## config.mk

```make
export PLATFORM = sky130hd
export DESIGN_NAME = usq_top
export DESIGN_NICKNAME = d
export VERILOG_FILES = /design/src/pkg/usq_pkg.sv /design/src/pkg/usq_mem_if.sv /design/src/hdl/usq_top.sv /design/src/hdl/usq_mem.sv
export SDC_FILE = /design/constraint.sdc
export NUM_CORES = 1
export LEC_CHECK = 0
export BUFFER_PORTS_ARGS = -buffer_cell sky130_fd_sc_hd__buf_2
export CELL_PAD_IN_SITES_DETAIL_PLACEMENT = 1
export CELL_PAD_IN_SITES_GLOBAL_PLACEMENT = 1
export CORE_MARGIN = 2
export CORE_UTILIZATION = 44
export CTS_CLUSTER_SIZE = 10
export DETAILED_ROUTE_END_ITERATION = 12
export PLACE_DENSITY_LB_ADDON = 0.1
export SYNTH_ARGS = -nofsm -noshare
export SYNTH_HDL_FRONTEND = slang
export SYNTH_SLANG_ARGS = --single-unit
```

## constraint.sdc

```tcl
create_clock -name hclk -period 4.4 [get_ports hclk]
set_input_delay 0.88 -clock hclk [delete_from_list [all_inputs] [get_ports hclk]]
set_output_delay 0.88 -clock hclk [all_outputs]
set_load 0.03 [all_outputs]
```

## src/pkg/usq_pkg.sv

```systemverilog
// Behaviour
// - read-only receive status word at index 80
// - stop bit detected sets read-only status bit
// - report valid start bit versus line glitch
// - parity flag: odd count of ones reads 1
// - event field: rx event, tx event, ninth bit
// - last received byte in lowest status byte
// - entries 0-2 from word at index 86
// - entries 3-5 from word at index 87
// - entries 6-8 from word at index 88
// - entries 9-11 from word at index 89
// - last entry from tail word high byte
// - entries 12-14 from word at index 90
package usq_pkg;
  // register indices, byte address is index times four
  localparam int unsigned IDX_W         = 7;
  localparam logic [6:0]  IDX_RX_STATUS = 7'h50;
  localparam logic [6:0]  IDX_TX_TAIL   = 7'h54;
  localparam logic [6:0]  IDX_TX_W0     = 7'h56;
  localparam logic [6:0]  IDX_TX_W1     = 7'h57;
  localparam logic [6:0]  IDX_TX_W2     = 7'h58;
  localparam logic [6:0]  IDX_TX_W3     = 7'h59;
  localparam logic [6:0]  IDX_TX_W4     = 7'h5A;
  localparam logic [6:0]  IDX_CTRL      = 7'h60;
  localparam logic [6:0]  IDX_IRQ_STAT  = 7'h61;
  localparam logic [6:0]  IDX_IRQ_MASK  = 7'h62;
  // queue memory
  localparam int unsigned MEM_AW        = 3;
  localparam int unsigned MEM_DW        = 24;
  localparam int unsigned MEM_WORDS     = 6;
  localparam logic [2:0]  MEM_TAIL      = 3'h5;
  localparam logic [1:0]  TAIL_LANE     = 2'h2;
  localparam logic [3:0]  ENTRY_TAIL    = 4'hF;
  // receive status fields
  localparam int unsigned RXS_EVT_LSB   = 8;
  localparam int unsigned RXS_PAR_BIT   = 11;
  localparam int unsigned RXS_START_BIT = 22;
  localparam int unsigned RXS_STOP_BIT  = 23;
  // control fields
  localparam int unsigned CTRL_GO       = 0;
  localparam int unsigned CTRL_BUSY     = 1;
  localparam int unsigned CTRL_LAST_LSB = 4;
  localparam int unsigned CTRL_NINE     = 8;
  localparam int unsigned CTRL_TX9      = 9;
  localparam int unsigned CTRL_DIV_LSB  = 16;
  // interrupt status bits
  localparam int unsigned IRQ_W         = 4;
  localparam int unsigned IRQ_RX        = 0;
  localparam int unsigned IRQ_TX        = 1;
  localparam int unsigned IRQ_FRAME     = 2;
  localparam int unsigned IRQ_GLITCH    = 3;
  localparam logic [3:0]  IRQ_MASK_RST  = 4'h0;
  // timing
  localparam int unsigned CLK_HZ        = 50_000_000;
  localparam int unsigned BAUD_RST      = 9600;
  localparam int unsigned OVS           = 16;
  localparam logic [3:0]  OVS_LAST      = 4'(OVS - 1);
  localparam logic [3:0]  OVS_MID       = 4'(OVS / 2 - 1);
  localparam logic [15:0] DIV_RST       = 16'(CLK_HZ / (OVS * BAUD_RST));
  localparam logic [3:0]  LAST_RST      = 4'h0;

  typedef enum logic [3:0] {
    TX_IDLE  = 4'h1,
    TX_FETCH = 4'h2,
    TX_LOAD  = 4'h4,
    TX_SEND  = 4'h8
  } usq_tx_st_t;

  typedef enum logic [3:0] {
    RX_IDLE  = 4'h1,
    RX_START = 4'h2,
    RX_DATA  = 4'h4,
    RX_STOP  = 4'h8
  } usq_rx_st_t;
endpackage

```

## src/pkg/usq_mem_if.sv

```systemverilog
`timescale 1ns/100ps
interface usq_mem_if #(
  parameter int unsigned AW = 3,
  parameter int unsigned DW = 24
);
  logic          wr_en;
  logic [AW-1:0] wr_addr;
  logic [DW-1:0] wr_data;
  logic [AW-1:0] rd_a_addr;
  logic [DW-1:0] rd_a_data;
  logic [AW-1:0] rd_b_addr;
  logic [DW-1:0] rd_b_data;

  modport ctrl (
    output wr_en, wr_addr, wr_data, rd_a_addr, rd_b_addr,
    input  rd_a_data, rd_b_data
  );
  modport mem (
    input  wr_en, wr_addr, wr_data, rd_a_addr, rd_b_addr,
    output rd_a_data, rd_b_data
  );
endinterface

```

## src/hdl/usq_top.sv

```systemverilog
// Register access over AHB-Lite was chosen for this implementation.
`timescale 1ns/100ps
module usq_top (
  // clock and reset
  input  wire logic        hclk,
  input  wire logic        hresetn,
  // ahb-lite slave
  input  wire logic        hsel,
  input  wire logic [31:0] haddr,
  input  wire logic [1:0]  htrans,
  input  wire logic        hwrite,
  input  wire logic [2:0]  hsize,
  input  wire logic [31:0] hwdata,
  input  wire logic        hready,
  output logic             hreadyout,
  output logic             hresp,
  output logic [31:0]      hrdata,
  // serial line
  input  wire logic        rxd,
  output logic             txd,
  // interrupt
  output logic             irq
);
  usq_mem_if #(.AW(usq_pkg::MEM_AW), .DW(usq_pkg::MEM_DW)) mif ();

  usq_mem #(.DEPTH(usq_pkg::MEM_WORDS)) u_mem (
    .hclk    (hclk),
    .hresetn (hresetn),
    .mp      (mif.mem)
  );

  // queue words 86..90 map to slots 0..4, tail word to the last slot
  function automatic logic is_mem(input logic [6:0] idx);
    return (idx == usq_pkg::IDX_TX_TAIL) ||
           ((idx >= usq_pkg::IDX_TX_W0) && (idx <= usq_pkg::IDX_TX_W4));
  endfunction

  function automatic logic [2:0] mem_slot(input logic [6:0] idx);
    logic [6:0] d;
    d = idx - usq_pkg::IDX_TX_W0;
    return (idx == usq_pkg::IDX_TX_TAIL) ? usq_pkg::MEM_TAIL : d[2:0];
  endfunction

  // ---------------- bus slave ----------------
  logic        acc;
  logic [6:0]  a_idx;
  logic        dp_wr_ff,  nxt_dp_wr;
  logic        rd_wait_ff, nxt_rd_wait;
  logic [6:0]  dp_idx_ff, nxt_dp_idx;
  logic [31:0] hrdata_ff, nxt_hrdata;
  logic        rd_take;
  logic        wr_take;

  assign acc     = hsel && hready && htrans[1];
  assign a_idx   = haddr[8:2];
  assign rd_take = rd_wait_ff;
  assign wr_take = dp_wr_ff;

  // ---------------- registers ----------------
  logic [3:0]  last_ff, nxt_last;
  logic        nine_ff, nxt_nine;
  logic        tx9_ff,  nxt_tx9;
  logic [15:0] div_ff,  nxt_div;
  logic [3:0]  mask_ff, nxt_mask;
  logic [3:0]  ist_ff,  nxt_ist;
  logic [1:0]  evt_ff,  nxt_evt;
  logic        go;
  logic        ev_rx, ev_tx, ev_frame, ev_glitch;
  // receive status
  logic [7:0]  rbyte_ff, nxt_rbyte;
  logic        r9_ff,    nxt_r9;
  logic        par_ff,   nxt_par;
  logic        stop_ff,  nxt_stop;
  logic        start_ff, nxt_start;
  logic [23:0] rx_status;
  logic [31:0] rd_mux;
  logic        tx_busy;

  assign go = wr_take && (dp_idx_ff == usq_pkg::IDX_CTRL) && hwdata[usq_pkg::CTRL_GO];

  always_comb begin
    rx_status = '0;
    rx_status[7:0] = rbyte_ff;
    rx_status[usq_pkg::RXS_EVT_LSB +: 3] = {r9_ff, evt_ff};
    rx_status[usq_pkg::RXS_PAR_BIT]   = par_ff;
    rx_status[usq_pkg::RXS_START_BIT] = start_ff;
    rx_status[usq_pkg::RXS_STOP_BIT]  = stop_ff;
  end

  always_comb begin
    rd_mux = '0;
    if (is_mem(dp_idx_ff)) begin
      rd_mux[23:0] = mif.rd_a_data;
      if (dp_idx_ff == usq_pkg::IDX_TX_TAIL) begin
        rd_mux[15:0] = '0;
      end
    end else begin
      unique case (dp_idx_ff)
        usq_pkg::IDX_RX_STATUS: rd_mux[23:0] = rx_status;
        usq_pkg::IDX_CTRL: begin
          rd_mux[usq_pkg::CTRL_BUSY] = tx_busy;
          rd_mux[usq_pkg::CTRL_LAST_LSB +: 4] = last_ff;
          rd_mux[usq_pkg::CTRL_NINE] = nine_ff;
          rd_mux[usq_pkg::CTRL_TX9]  = tx9_ff;
          rd_mux[usq_pkg::CTRL_DIV_LSB +: 16] = div_ff;
        end
        usq_pkg::IDX_IRQ_STAT: rd_mux[3:0] = ist_ff;
        usq_pkg::IDX_IRQ_MASK: rd_mux[3:0] = mask_ff;
        default:               rd_mux = '0;
      endcase
    end
  end

  always_comb begin
    nxt_dp_wr   = acc && hwrite;
    nxt_rd_wait = acc && !hwrite;
    nxt_dp_idx  = acc ? a_idx : dp_idx_ff;
    nxt_hrdata  = rd_take ? rd_mux : hrdata_ff;
    nxt_last    = last_ff;
    nxt_nine    = nine_ff;
    nxt_tx9     = tx9_ff;
    nxt_div     = div_ff;
    nxt_mask    = mask_ff;
    if (wr_take && (dp_idx_ff == usq_pkg::IDX_CTRL)) begin
      nxt_last = hwdata[usq_pkg::CTRL_LAST_LSB +: 4];
      nxt_nine = hwdata[usq_pkg::CTRL_NINE];
      nxt_tx9  = hwdata[usq_pkg::CTRL_TX9];
      nxt_div  = (hwdata[31:16] == 16'h0000) ? 16'h0001 : hwdata[31:16];
    end
    if (wr_take && (dp_idx_ff == usq_pkg::IDX_IRQ_MASK)) begin
      nxt_mask = hwdata[3:0];
    end
    // clear on read first, then new events win
    nxt_ist = ist_ff;
    nxt_evt = evt_ff;
    if (rd_take && (dp_idx_ff == usq_pkg::IDX_IRQ_STAT)) begin
      nxt_ist = '0;
    end
    if (rd_take && (dp_idx_ff == usq_pkg::IDX_RX_STATUS)) begin
      nxt_evt = '0;
    end
    if (ev_rx) begin
      nxt_ist[usq_pkg::IRQ_RX] = 1'b1;
      nxt_evt[0] = 1'b1;
    end
    if (ev_tx) begin
      nxt_ist[usq_pkg::IRQ_TX] = 1'b1;
      nxt_evt[1] = 1'b1;
    end
    if (ev_frame) begin
      nxt_ist[usq_pkg::IRQ_FRAME] = 1'b1;
    end
    if (ev_glitch) begin
      nxt_ist[usq_pkg::IRQ_GLITCH] = 1'b1;
    end
  end

  always_ff @(posedge hclk or negedge hresetn) begin
    if (!hresetn) begin
      dp_wr_ff   <= 1'b0;
      rd_wait_ff <= 1'b0;
      dp_idx_ff  <= '0;
      hrdata_ff  <= '0;
      last_ff    <= usq_pkg::LAST_RST;
      nine_ff    <= 1'b0;
      tx9_ff     <= 1'b0;
      div_ff     <= usq_pkg::DIV_RST;
      mask_ff    <= usq_pkg::IRQ_MASK_RST;
      ist_ff     <= '0;
      evt_ff     <= '0;
    end else begin
      dp_wr_ff   <= nxt_dp_wr;
      rd_wait_ff <= nxt_rd_wait;
      dp_idx_ff  <= nxt_dp_idx;
      hrdata_ff  <= nxt_hrdata;
      last_ff    <= nxt_last;
      nine_ff    <= nxt_nine;
      tx9_ff     <= nxt_tx9;
      div_ff     <= nxt_div;
      mask_ff    <= nxt_mask;
      ist_ff     <= nxt_ist;
      evt_ff     <= nxt_evt;
    end
  end

  // reads cost one wait state because queue words come from a registered memory
  assign hreadyout = !rd_wait_ff;
  assign hresp     = 1'b0;
  assign hrdata    = hrdata_ff;
  assign irq       = |(ist_ff & mask_ff);

  assign mif.wr_en     = wr_take && is_mem(dp_idx_ff);
  assign mif.wr_addr   = mem_slot(dp_idx_ff);
  assign mif.wr_data   = hwdata[23:0];
  assign mif.rd_a_addr = mem_slot(a_idx);

  // ---------------- oversample divider ----------------
  logic [15:0] div_cnt_ff, nxt_div_cnt;
  logic        tick;
  assign tick = (div_cnt_ff == 16'h0000);
  always_comb begin
    nxt_div_cnt = tick ? (div_ff - 16'h0001) : (div_cnt_ff - 16'h0001);
    // restart on a control write so a new divisor applies at once
    if (wr_take && (dp_idx_ff == usq_pkg::IDX_CTRL)) begin
      nxt_div_cnt = '0;
    end
  end

  // ---------------- transmitter ----------------
  usq_pkg::usq_tx_st_t tx_st_ff, nxt_tx_st;
  logic [3:0]  entry_ff, nxt_entry;
  logic [2:0]  word_ff,  nxt_word;
  logic [1:0]  lane_ff,  nxt_lane;
  logic [10:0] frame_ff, nxt_frame;
  logic [3:0]  tbit_ff,  nxt_tbit;
  logic [3:0]  tcnt_ff,  nxt_tcnt;
  logic        txd_ff,   nxt_txd;
  logic [1:0]  fetch_lane;
  logic [7:0]  fetch_byte;
  logic [3:0]  tx_bits;

  assign tx_busy    = (tx_st_ff != usq_pkg::TX_IDLE);
  assign tx_bits    = nine_ff ? 4'hA : 4'h9;
  // the sixteenth entry lives alone in the tail word
  assign fetch_lane = (entry_ff == usq_pkg::ENTRY_TAIL) ? usq_pkg::TAIL_LANE : lane_ff;
  assign fetch_byte = mif.rd_b_data[fetch_lane * 8 +: 8];
  assign mif.rd_b_addr = (entry_ff == usq_pkg::ENTRY_TAIL) ? usq_pkg::MEM_TAIL : word_ff;

  always_comb begin
    nxt_tx_st = tx_st_ff;
    nxt_entry = entry_ff;
    nxt_word  = word_ff;
    nxt_lane  = lane_ff;
    nxt_frame = frame_ff;
    nxt_tbit  = tbit_ff;
    nxt_tcnt  = tcnt_ff;
    ev_tx     = 1'b0;
    unique case (tx_st_ff)
      usq_pkg::TX_IDLE: begin
        if (go) begin
          nxt_entry = '0;
          nxt_word  = '0;
          nxt_lane  = '0;
          nxt_tx_st = usq_pkg::TX_FETCH;
        end
      end
      usq_pkg::TX_FETCH: nxt_tx_st = usq_pkg::TX_LOAD;
      usq_pkg::TX_LOAD: begin
        nxt_frame = {1'b1, tx9_ff, fetch_byte, 1'b0};
        if (!nine_ff) begin
          nxt_frame = {1'b1, 1'b1, fetch_byte, 1'b0};
        end
        nxt_tbit  = '0;
        nxt_tcnt  = '0;
        nxt_tx_st = usq_pkg::TX_SEND;
      end
      usq_pkg::TX_SEND: begin
        if (tick) begin
          nxt_tcnt = tcnt_ff + 4'h1;
          if (tcnt_ff == usq_pkg::OVS_LAST) begin
            nxt_frame = {1'b1, frame_ff[10:1]};
            nxt_tbit  = tbit_ff + 4'h1;
            if (tbit_ff == tx_bits) begin
              if (entry_ff == last_ff) begin
                ev_tx     = 1'b1;
                nxt_tx_st = usq_pkg::TX_IDLE;
              end else begin
                nxt_entry = entry_ff + 4'h1;
                nxt_lane  = (lane_ff == 2'h2) ? 2'h0 : lane_ff + 2'h1;
                nxt_word  = (lane_ff == 2'h2) ? word_ff + 3'h1 : word_ff;
                nxt_tx_st = usq_pkg::TX_FETCH;
              end
            end
          end
        end
      end
    endcase
    nxt_txd = (nxt_tx_st == usq_pkg::TX_SEND) ? nxt_frame[0] : 1'b1;
  end

  // ---------------- receiver ----------------
  logic [2:0]  sync_ff, nxt_sync;
  logic        rx_ff,   nxt_rx;
  usq_pkg::usq_rx_st_t rx_st_ff, nxt_rx_st;
  logic [3:0]  rcnt_ff, nxt_rcnt;
  logic [3:0]  rbit_ff, nxt_rbit;
  logic [8:0]  rsh_ff,  nxt_rsh;
  logic        rx_arm_ff, nxt_rx_arm;

  always_comb begin
    // pin change counts once the second and third stages agree
    nxt_sync  = {sync_ff[1:0], rxd};
    nxt_rx    = (sync_ff[1] == sync_ff[2]) ? sync_ff[2] : rx_ff;
    nxt_rx_st = rx_st_ff;
    nxt_rcnt  = rcnt_ff;
    nxt_rbit  = rbit_ff;
    nxt_rsh   = rsh_ff;
    nxt_rx_arm = rx_arm_ff;
    nxt_rbyte = rbyte_ff;
    nxt_r9    = r9_ff;
    nxt_par   = par_ff;
    nxt_stop  = stop_ff;
    nxt_start = start_ff;
    ev_rx     = 1'b0;
    ev_frame  = 1'b0;
    ev_glitch = 1'b0;
    unique case (rx_st_ff)
      usq_pkg::RX_IDLE: begin
        // a low stop bit leaves the line low, so wait for idle before hunting
        nxt_rx_arm = rx_arm_ff || rx_ff;
        if (!rx_ff && rx_arm_ff) begin
          nxt_rx_arm = 1'b0;
          nxt_rcnt  = '0;
          nxt_rx_st = usq_pkg::RX_START;
        end
      end
      usq_pkg::RX_START: begin
        if (tick) begin
          nxt_rcnt = rcnt_ff + 4'h1;
          if (rcnt_ff == usq_pkg::OVS_MID) begin
            nxt_start = !rx_ff;
            nxt_rcnt  = '0;
            nxt_rbit  = '0;
            nxt_rx_st = rx_ff ? usq_pkg::RX_IDLE : usq_pkg::RX_DATA;
            ev_glitch = rx_ff;
          end
        end
      end
      usq_pkg::RX_DATA: begin
        if (tick) begin
          nxt_rcnt = rcnt_ff + 4'h1;
          if (rcnt_ff == usq_pkg::OVS_LAST) begin
            nxt_rsh  = {rx_ff, rsh_ff[8:1]};
            nxt_rbit = rbit_ff + 4'h1;
            if (rbit_ff == (nine_ff ? 4'h8 : 4'h7)) begin
              nxt_rx_st = usq_pkg::RX_STOP;
            end
          end
        end
      end
      usq_pkg::RX_STOP: begin
        if (tick) begin
          nxt_rcnt = rcnt_ff + 4'h1;
          if (rcnt_ff == usq_pkg::OVS_LAST) begin
            nxt_rbyte = nine_ff ? rsh_ff[7:0] : rsh_ff[8:1];
            nxt_r9    = nine_ff ? rsh_ff[8] : 1'b0;
            nxt_par   = ^(nine_ff ? rsh_ff[7:0] : rsh_ff[8:1]);
            nxt_stop  = rx_ff;
            ev_rx     = 1'b1;
            ev_frame  = !rx_ff;
            nxt_rx_st = usq_pkg::RX_IDLE;
          end
        end
      end
    endcase
  end

  always_ff @(posedge hclk or negedge hresetn) begin
    if (!hresetn) begin
      div_cnt_ff <= '0;
      tx_st_ff   <= usq_pkg::TX_IDLE;
      entry_ff   <= '0;
      word_ff    <= '0;
      lane_ff    <= '0;
      frame_ff   <= '1;
      tbit_ff    <= '0;
      tcnt_ff    <= '0;
      txd_ff     <= 1'b1;
      sync_ff    <= 3'h7;
      rx_ff      <= 1'b1;
      rx_st_ff   <= usq_pkg::RX_IDLE;
      rcnt_ff    <= '0;
      rbit_ff    <= '0;
      rsh_ff     <= '0;
      rx_arm_ff  <= 1'b1;
      rbyte_ff   <= '0;
      r9_ff      <= 1'b0;
      par_ff     <= 1'b0;
      stop_ff    <= 1'b0;
      start_ff   <= 1'b0;
    end else begin
      div_cnt_ff <= nxt_div_cnt;
      tx_st_ff   <= nxt_tx_st;
      entry_ff   <= nxt_entry;
      word_ff    <= nxt_word;
      lane_ff    <= nxt_lane;
      frame_ff   <= nxt_frame;
      tbit_ff    <= nxt_tbit;
      tcnt_ff    <= nxt_tcnt;
      txd_ff     <= nxt_txd;
      sync_ff    <= nxt_sync;
      rx_ff      <= nxt_rx;
      rx_st_ff   <= nxt_rx_st;
      rcnt_ff    <= nxt_rcnt;
      rbit_ff    <= nxt_rbit;
      rsh_ff     <= nxt_rsh;
      rx_arm_ff  <= nxt_rx_arm;
      rbyte_ff   <= nxt_rbyte;
      r9_ff      <= nxt_r9;
      par_ff     <= nxt_par;
      stop_ff    <= nxt_stop;
      start_ff   <= nxt_start;
    end
  end

  assign txd = txd_ff;
endmodule

```

## src/hdl/usq_mem.sv

```systemverilog
`timescale 1ns/100ps
module usq_mem #(
  parameter int unsigned DEPTH = 6
) (
  // clock and reset
  input  wire logic hclk,
  input  wire logic hresetn,
  // ports
  usq_mem_if.mem    mp
);
  localparam int unsigned DW = $bits(mp.wr_data);

  logic [DW-1:0] mem_ff [DEPTH];
  logic [DW-1:0] nxt_rd_a;
  logic [DW-1:0] nxt_rd_b;
  logic [DW-1:0] rd_a_ff;
  logic [DW-1:0] rd_b_ff;

  // write-first so a read right after a write sees the new word
  always_comb begin
    nxt_rd_a = mem_ff[mp.rd_a_addr];
    nxt_rd_b = mem_ff[mp.rd_b_addr];
    if (mp.wr_en && (mp.wr_addr == mp.rd_a_addr)) begin
      nxt_rd_a = mp.wr_data;
    end
    if (mp.wr_en && (mp.wr_addr == mp.rd_b_addr)) begin
      nxt_rd_b = mp.wr_data;
    end
  end

  always_ff @(posedge hclk) begin
    if (mp.wr_en) begin
      mem_ff[mp.wr_addr] <= mp.wr_data;
    end
  end

  always_ff @(posedge hclk or negedge hresetn) begin
    if (!hresetn) begin
      rd_a_ff <= '0;
      rd_b_ff <= '0;
    end else begin
      rd_a_ff <= nxt_rd_a;
      rd_b_ff <= nxt_rd_b;
    end
  end

  assign mp.rd_a_data = rd_a_ff;
  assign mp.rd_b_data = rd_b_ff;
endmodule

```

Yosys cells after proc, flatten, opt, wreduce, memory -nomap -nowiden
Memories as Yosys holds them, arrays and structs flattened. A register that Yosys moved wholly into a read port is not among the register bits.
Cells that the tools add are included.
{ "word_totals": {"register_bits": 160, "latchBits": 0, "ram_bits": 144, "romBits": 0, "in_bits": 75, "memories": 1} }
{ "op_classes": {"add_sub_neg": 11, "n_mul": 0, "div": 0, "order_cmp": 2, "n_eq_ne": 40, "shifts": 1, "n_mux": 102, "n_bitwise": 1, "n_reduce_logical": 43} }
{ "mem_list": {"columns": ["memory", "words", "word_bits", "read_ports", "rd_clocked_by_memory_dff", "write_ports", "line", "rtl"], "rows": [
  ["u_mem.mem_ff", 6, 24, 2, 2, 1, "usq_mem.sv:13", "logic [DW-1:0] mem_ff [DEPTH];"]
]} }
{ "ops": {"columns": ["operator", "count"], "rows": [
  ["4-bit 2-to-1 mux", 30],
  ["16-bit 2-to-1 mux", 4],
  ["7-bit == test (second input constant)", 6],
  ["16-bit zero test", 2],
  ["4-bit case mux with 2 select lines", 4],
  ["4-bit case mux with 4 select lines", 2],
  ["16-bit by 1-bit subtractor with 16-bit output (second input constant)", 2],
  ["3-bit 2-to-1 mux", 10],
  ["2-bit != test (second input constant)", 14],
  ["1-bit 2-to-1 mux", 25],
  ["4-bit == test (second input constant)", 6],
  ["24-bit 2-to-1 mux", 1],
  ["8-bit 2-to-1 mux", 3],
  ["24-bit by 6-bit indexed part select with 8-bit output", 1],
  ["11-bit 2-to-1 mux", 2],
  ["2-bit 2-to-1 mux", 11],
  ["11-bit case mux with 2 select lines", 1],
  ["4-bit by 1-bit adder with 4-bit output (second input constant)", 5],
  ["2-bit nonzero test", 9],
  ["8-bit case mux with 2 select lines", 1],
  ["3-bit AND reduction", 5],
  ["4-bit by 3-bit == test with 1-bit output (second input constant)", 3],
  ["4-bit == test", 3],
  ["1-bit logical AND", 12],
  ["30 further kinds", 38]
]} }

Depth between registers and ports, before layout
{ "logic_depth": {"depth_word": 8, "ltp_mapped": 14, "ltp_nobuf": 11} }

Modules after synthesis
From an unflattened synthesis, not the netlist that was laid out.
{ "unflattened": {"cells_unflattened": 1351, "hier_area_um2": 16532.1} }
{ "by_module_without_submodules": {"columns": ["mod", "instances", "cells_each", "area_each_um2"], "rows": [
  ["usq_mem", 1, 547, 8439.3],
  ["usq_top", 1, 804, 8092.8]
]} }

Least setup slack after synthesis
OpenSTA, ideal clock, no wires.
{ "synth_path": {"path_kind": "flip-flop to flip-flop", "from": "reg dp_idx_ff[1]", "to": "mem u_mem.mem_ff[4][0], enable pin", "setup_ps": 466, "t_arrival_ps": 3684, "required_time_ps": 3934, "path_slack_ps": 250, "stages_incl_launch_ff": 5, "n_path_buf": 1, "synth_period_minus_slack_ps": 4150, "cell_sequence": "dfrtp_1 > clkbuf_1 > nor4b_2 > o311ai_0 > nor4_1"} }
{ "synth_between": {"elab_chain_len": 6} }
{ "synth_rtl": {"columns": ["element", "line", "rtl"], "rows": [
  ["start: declaration", "usq_top.sv:49", "logic [6:0] dp_idx_ff, nxt_dp_idx;"],
  ["start signal: assignment", "usq_top.sv:174", "dp_idx_ff <= nxt_dp_idx;"],
  ["7-bit greater-or-equal comparator / 7-bit <= comparator (equally long branches)", "usq_top.sv:35", "((idx >= usq_pkg::IDX_TX_W0) && (idx <= usq_pkg::IDX_TX_W4));"],
  ["1-bit logical AND", "usq_top.sv:35", null],
  ["1-bit logical OR", "usq_top.sv:34", "return (idx == usq_pkg::IDX_TX_TAIL) ||"],
  ["1-bit logical AND", "usq_top.sv:192", "assign mif.wr_en = wr_take && is_mem(dp_idx_ff);"],
  ["1-bit 2-to-1 mux", "usq_mem.sv:32", "if (mp.wr_en) begin"],
  ["1-bit 2-to-1 mux (not written as such)", "usq_mem.sv:33", "mem_ff[mp.wr_addr] <= mp.wr_data;"],
  ["end: declaration", "usq_mem.sv:13", null]
]} }
Several ways; a longest one is shown, not always the timed one.

Final worst setup path
{ "layout_path": {"from": "reg div_cnt_ff[13]", "to": "reg div_cnt_ff[12]"} }
{ "layout_between": {"elab_chain_len": 3} }
{ "layout_rtl": {"columns": ["element", "line", "rtl"], "rows": [
  ["start: declaration", "usq_top.sv:198", "logic [15:0] div_cnt_ff, nxt_div_cnt;"],
  ["start signal: assignment", "usq_top.sv:382", "div_cnt_ff <= nxt_div_cnt;"],
  ["16-bit zero test", "usq_top.sv:200", "assign tick = (div_cnt_ff == 16'h0000);"],
  ["16-bit 2-to-1 mux", "usq_top.sv:202", "nxt_div_cnt = tick ? (div_ff - 16'h0001) : (div_cnt_ff - 16'h0001);"],
  ["16-bit 2-to-1 mux", "usq_top.sv:204", "if (wr_take && (dp_idx_ff == usq_pkg::IDX_CTRL)) begin"],
  ["net nxt_div_cnt[12]", "usq_top.sv:198", null]
]} }
The timed path passes the listed nets, and every way through them passes these cells.
A chain may end at the register's enable or synchronous reset.

==> results.json <==
{
  "finalSetupViolations": 0,
  "grt_pass1_vias": 12700,
  "htree_levels": 2,
  "required_ps": 4830,
  "power_uw": 8140,
  "p_sw_frac": 0.273,
  "cts_buffers": 42,
  "cts_root_buffer": "clkbuf_16",
  "skew_ps": 19.0,
  "design.die.area_mm2": 0.0394,
  "power_density_mw_per_mm2": 429,
  "finalWorstPathRequiredPeriod_ps": 3240,
  "hold_path.class": "flop to flop",
  "diodes": 0,
  "ys_types": 70,
  "ys.flop_type": "dfrtp_1",
  "rsz0062_at_grt": "no",
  "grt_use_met2": 0.432,
  "rows": 71,
  "final_common_cell": "nand2_1",
  "num_vias": 12400,
  "dp_hpwl_um": 33000,
  "grt_util_met3": 0.0344,
  "via_per_inst": 5.96,
  "crit_fanout": 8,
  "met1_usage": 0.380,
  "insertion_delay_ps": 560,
  "grt_overflow": 0,
  "p_leak_uw": 0.00747,
  "sequentialPowerShare": 0.476,
  "hold_viol": 0,
  "endpoint_kind": "flop",
  "synth_cells": 1458,
  "synth-edff-count": 144,
  "postCtsSetupBuffers": 0,
  "p_switching_uw": 2220,
  "cts_tree": "built",
  "cts_resized": 0,
  "cts_hold_buf": 0,
  "finalCritPeriodShare": 0.737,
  "setup_tns_ps": 0,
  "combPwrFrac": 0.126,
  "layout_common_cells": "nand2_1, dfrtp_1, edfxtp_1",
  "drt-total-wl_um": 51400,
  "syn_nets": 1544,
  "async_reset_ff_frac": 0.591,
  "finalMaxSlewViolations": 0,
  "ys_warn_count": 0,
  "grt_max_degree": 111,
  "fin_nets": 1616,
  "crit_type": "flop to flop",
  "status": "complete, no violations",
  "die_w_um": 198,
  "fillers": 3952,
  "syn_avg_cell_area_um2": 11.4,
  "place_congestion": 0.843,
  "ant_nets": 0,
  "syn2layout_area_growth_pct": 14.2,
  "grt_pass1_wl_um": 78700,
  "io_pins": 111,
  "p_clk_frac": 0.398,
  "synth_area_mm2": 0.0166,
  "clock_sinks": 352,
  "start_util": 0.445,
  "core_mm2": 0.0374,
  "fp.dieH_um": 198,
  "wl_per_cell_um": 24.8,
  "drtIter0Drc": 890,
  "maxSlewHeadroom": 0.295,
  "track_usage": 0.267,
  "ys_seq_area_frac": 0.575,
  "layout-drive-gt1-share": 0.212,
  "io_buffers": 80,
  "drc": 0,
  "ys_ff_latch": 352,
  "critPathLaunchType": "flop",
  "fmax_mhz": 308,
  "grt_busiest_layer": "met2",
  "vdd_ir_drop_max_mv": 0.314,
  "drv_cap": 0,
  "worst-slew-pin-transition_ps": 1060,
  "antenna_found_initial": 0,
  "clk_pin_slew_ps": 60,
  "arrival_ps": 3670,
  "p_int_uw": 5920,
  "first_pass_iters": 8,
  "clock_path_buffers": 3
}
[layer usage]
layer / up-vias / wire [µm]
li1: 5573 / -
met1: 6353 / 23400
met3: 65 / 2730
met2: 365 / 24200
met4: 0 / 967
met5: - / 0
[stage by stage]
step / hold slack [ps] / instances / worst slack (ps) / utilization / area [µm²]
after global placement: 352 / 1997 / 784 / 0.474 / 17700
final: 356 / 2074 / 1160 / 0.507 / 19000
after detailed placement: 348 / 1997 / 784 / 0.474 / 17700
after CTS: 358 / 2074 / 1200 / 0.507 / 19000
after floorplan: 345 / 1458 / 250 / - / 16600
after global routing: 358 / 2074 / 951 / 0.507 / 19000
[power by group through the flow]
| stage | Sequential [µW] | Clock, µW | Combinational (µW) |
|---|---|---|---|
| 2_1_floorplan | 3910 | 0 | 633 |
| 3_3_place_gp | 3930 | 0 | 988 |
| 3_5_place_dp | 3930 | 0 | 1020 |
| 4_1_cts | 3880 | 3310 | 1030 |
| 5_1_grt | 3910 | 3430 | 1130 |
| 6_report | 3880 | 3240 | 1020 |
[kinds of logic (layout without fill, tap and decap cells)]
group                      Yosys count  count (layout)  share of synthesized area
and+or+nand+nor                    446             446                      0.123
DFF                                352             352                      0.575
AOI/OAI and AO/OA                  330             330                      0.136
muxes                              167             167                      0.110
buffers and inverters              111             216                     0.0271
xor gates and xnor gates            39              39                     0.0205
adders and majority gates           12              12                    0.00888
other                                1               1                   0.000226
[area by class of cell]
type | instances | area (µm²) | area share
flip-flops and latches | 352 | 9560 | 0.504
clock inverters | 3 | 33.8 | 0.00178
well taps | 511 | 639 | 0.0337
clock buffers | 74 | 1230 | 0.0649
inverters | 16 | 60.1 | 0.00316
repair buffers | 123 | 746 | 0.0393
multi-input cells | 995 | 6710 | 0.354
[Yosys cell counts (4+ instances only)]
library cell | number | area share
a21oi_1 | 66 | 0.020
a221o_1 | 6 | 0.0036
a221oi_1 | 15 | 0.0079
a222oi_1 | 23 | 0.014
a22o_1 | 16 | 0.0084
a22oi_1 | 17 | 0.0077
a31oi_1 | 9 | 0.0034
a41oi_1 | 4 | 0.0021
and2_1 | 4 | 0.0015
and3_1 | 7 | 0.0026
and3b_1 | 5 | 0.0026
buf_1 | 4 | 0.00090
buf_2 | 9 | 0.0027
clkbuf_1 | 79 | 0.018
dfrtp_1 | 185 | 0.28
dfstp_2 | 23 | 0.036
edfxtp_1 | 144 | 0.26
ha_1 | 11 | 0.0083
inv_1 | 16 | 0.0036
mux2_2 | 109 | 0.074
mux2i_1 | 57 | 0.034
nand2_1 | 204 | 0.046
nand2b_1 | 9 | 0.0034
nand3_1 | 26 | 0.0078
nand4_1 | 6 | 0.0023
nor2_1 | 107 | 0.024
nor2b_1 | 8 | 0.0030
nor3_1 | 18 | 0.0054
nor3b_1 | 4 | 0.0018
nor4_1 | 18 | 0.0068
nor4b_1 | 6 | 0.0032
o2111ai_1 | 4 | 0.0021
o211ai_1 | 4 | 0.0018
o21ai_0 | 94 | 0.028
o221ai_1 | 24 | 0.013
o2bb2ai_1 | 26 | 0.014
or3_1 | 5 | 0.0019
xnor2_1 | 24 | 0.013
xor2_1 | 15 | 0.0079
[worst paths after layout]
| check | startpoint | slack, ps | cells past startpoint | end |
|---|---|---|---|---|
| max in group asynchronous | hresetn | 3070 | 2 | rx_st_ff[0] |
| hold reg to reg | sync_ff[0] | 360 | 0 | sync_ff[1] |
| hold / removal | sync_ff[0] | 360 | 0 | sync_ff[1] |
| setup reg to reg | div_cnt_ff[13] | 1160 | 11 | div_cnt_ff[12] |
| min in group asynchronous | hresetn | 390 | 1 | u_mem.mp.rd_b_data[6] |
| setup / recovery | div_cnt_ff[13] | 1160 | 11 | div_cnt_ff[12] |
[flip-flops by register name (all words and copies together) (netlist names), 7 cells and up]
name                cells
rbyte_ff                8
u_mem.mp.rd_a_data     24
rsh_ff                  9
dp_idx_ff               7
u_mem.mem_ff          144
u_mem.mp.rd_b_data     24
div_cnt_ff             16
div_ff                 16
hrdata                 32
frame_ff               11
[worst max-delay path, stage by stage, from the launching register on]
cell and delay, ps:
dfrtp_1 420, or4_1 610, or3_1 470, nor2_2 410, a21oi_1 160, ha_1 230
nand2b_1 160, a2111oi_0 110, buf_4 230, o211ai_1 110, xnor2_1 150, nor2_1 60
No activity file was read; power rests on OpenSTA's default activity.
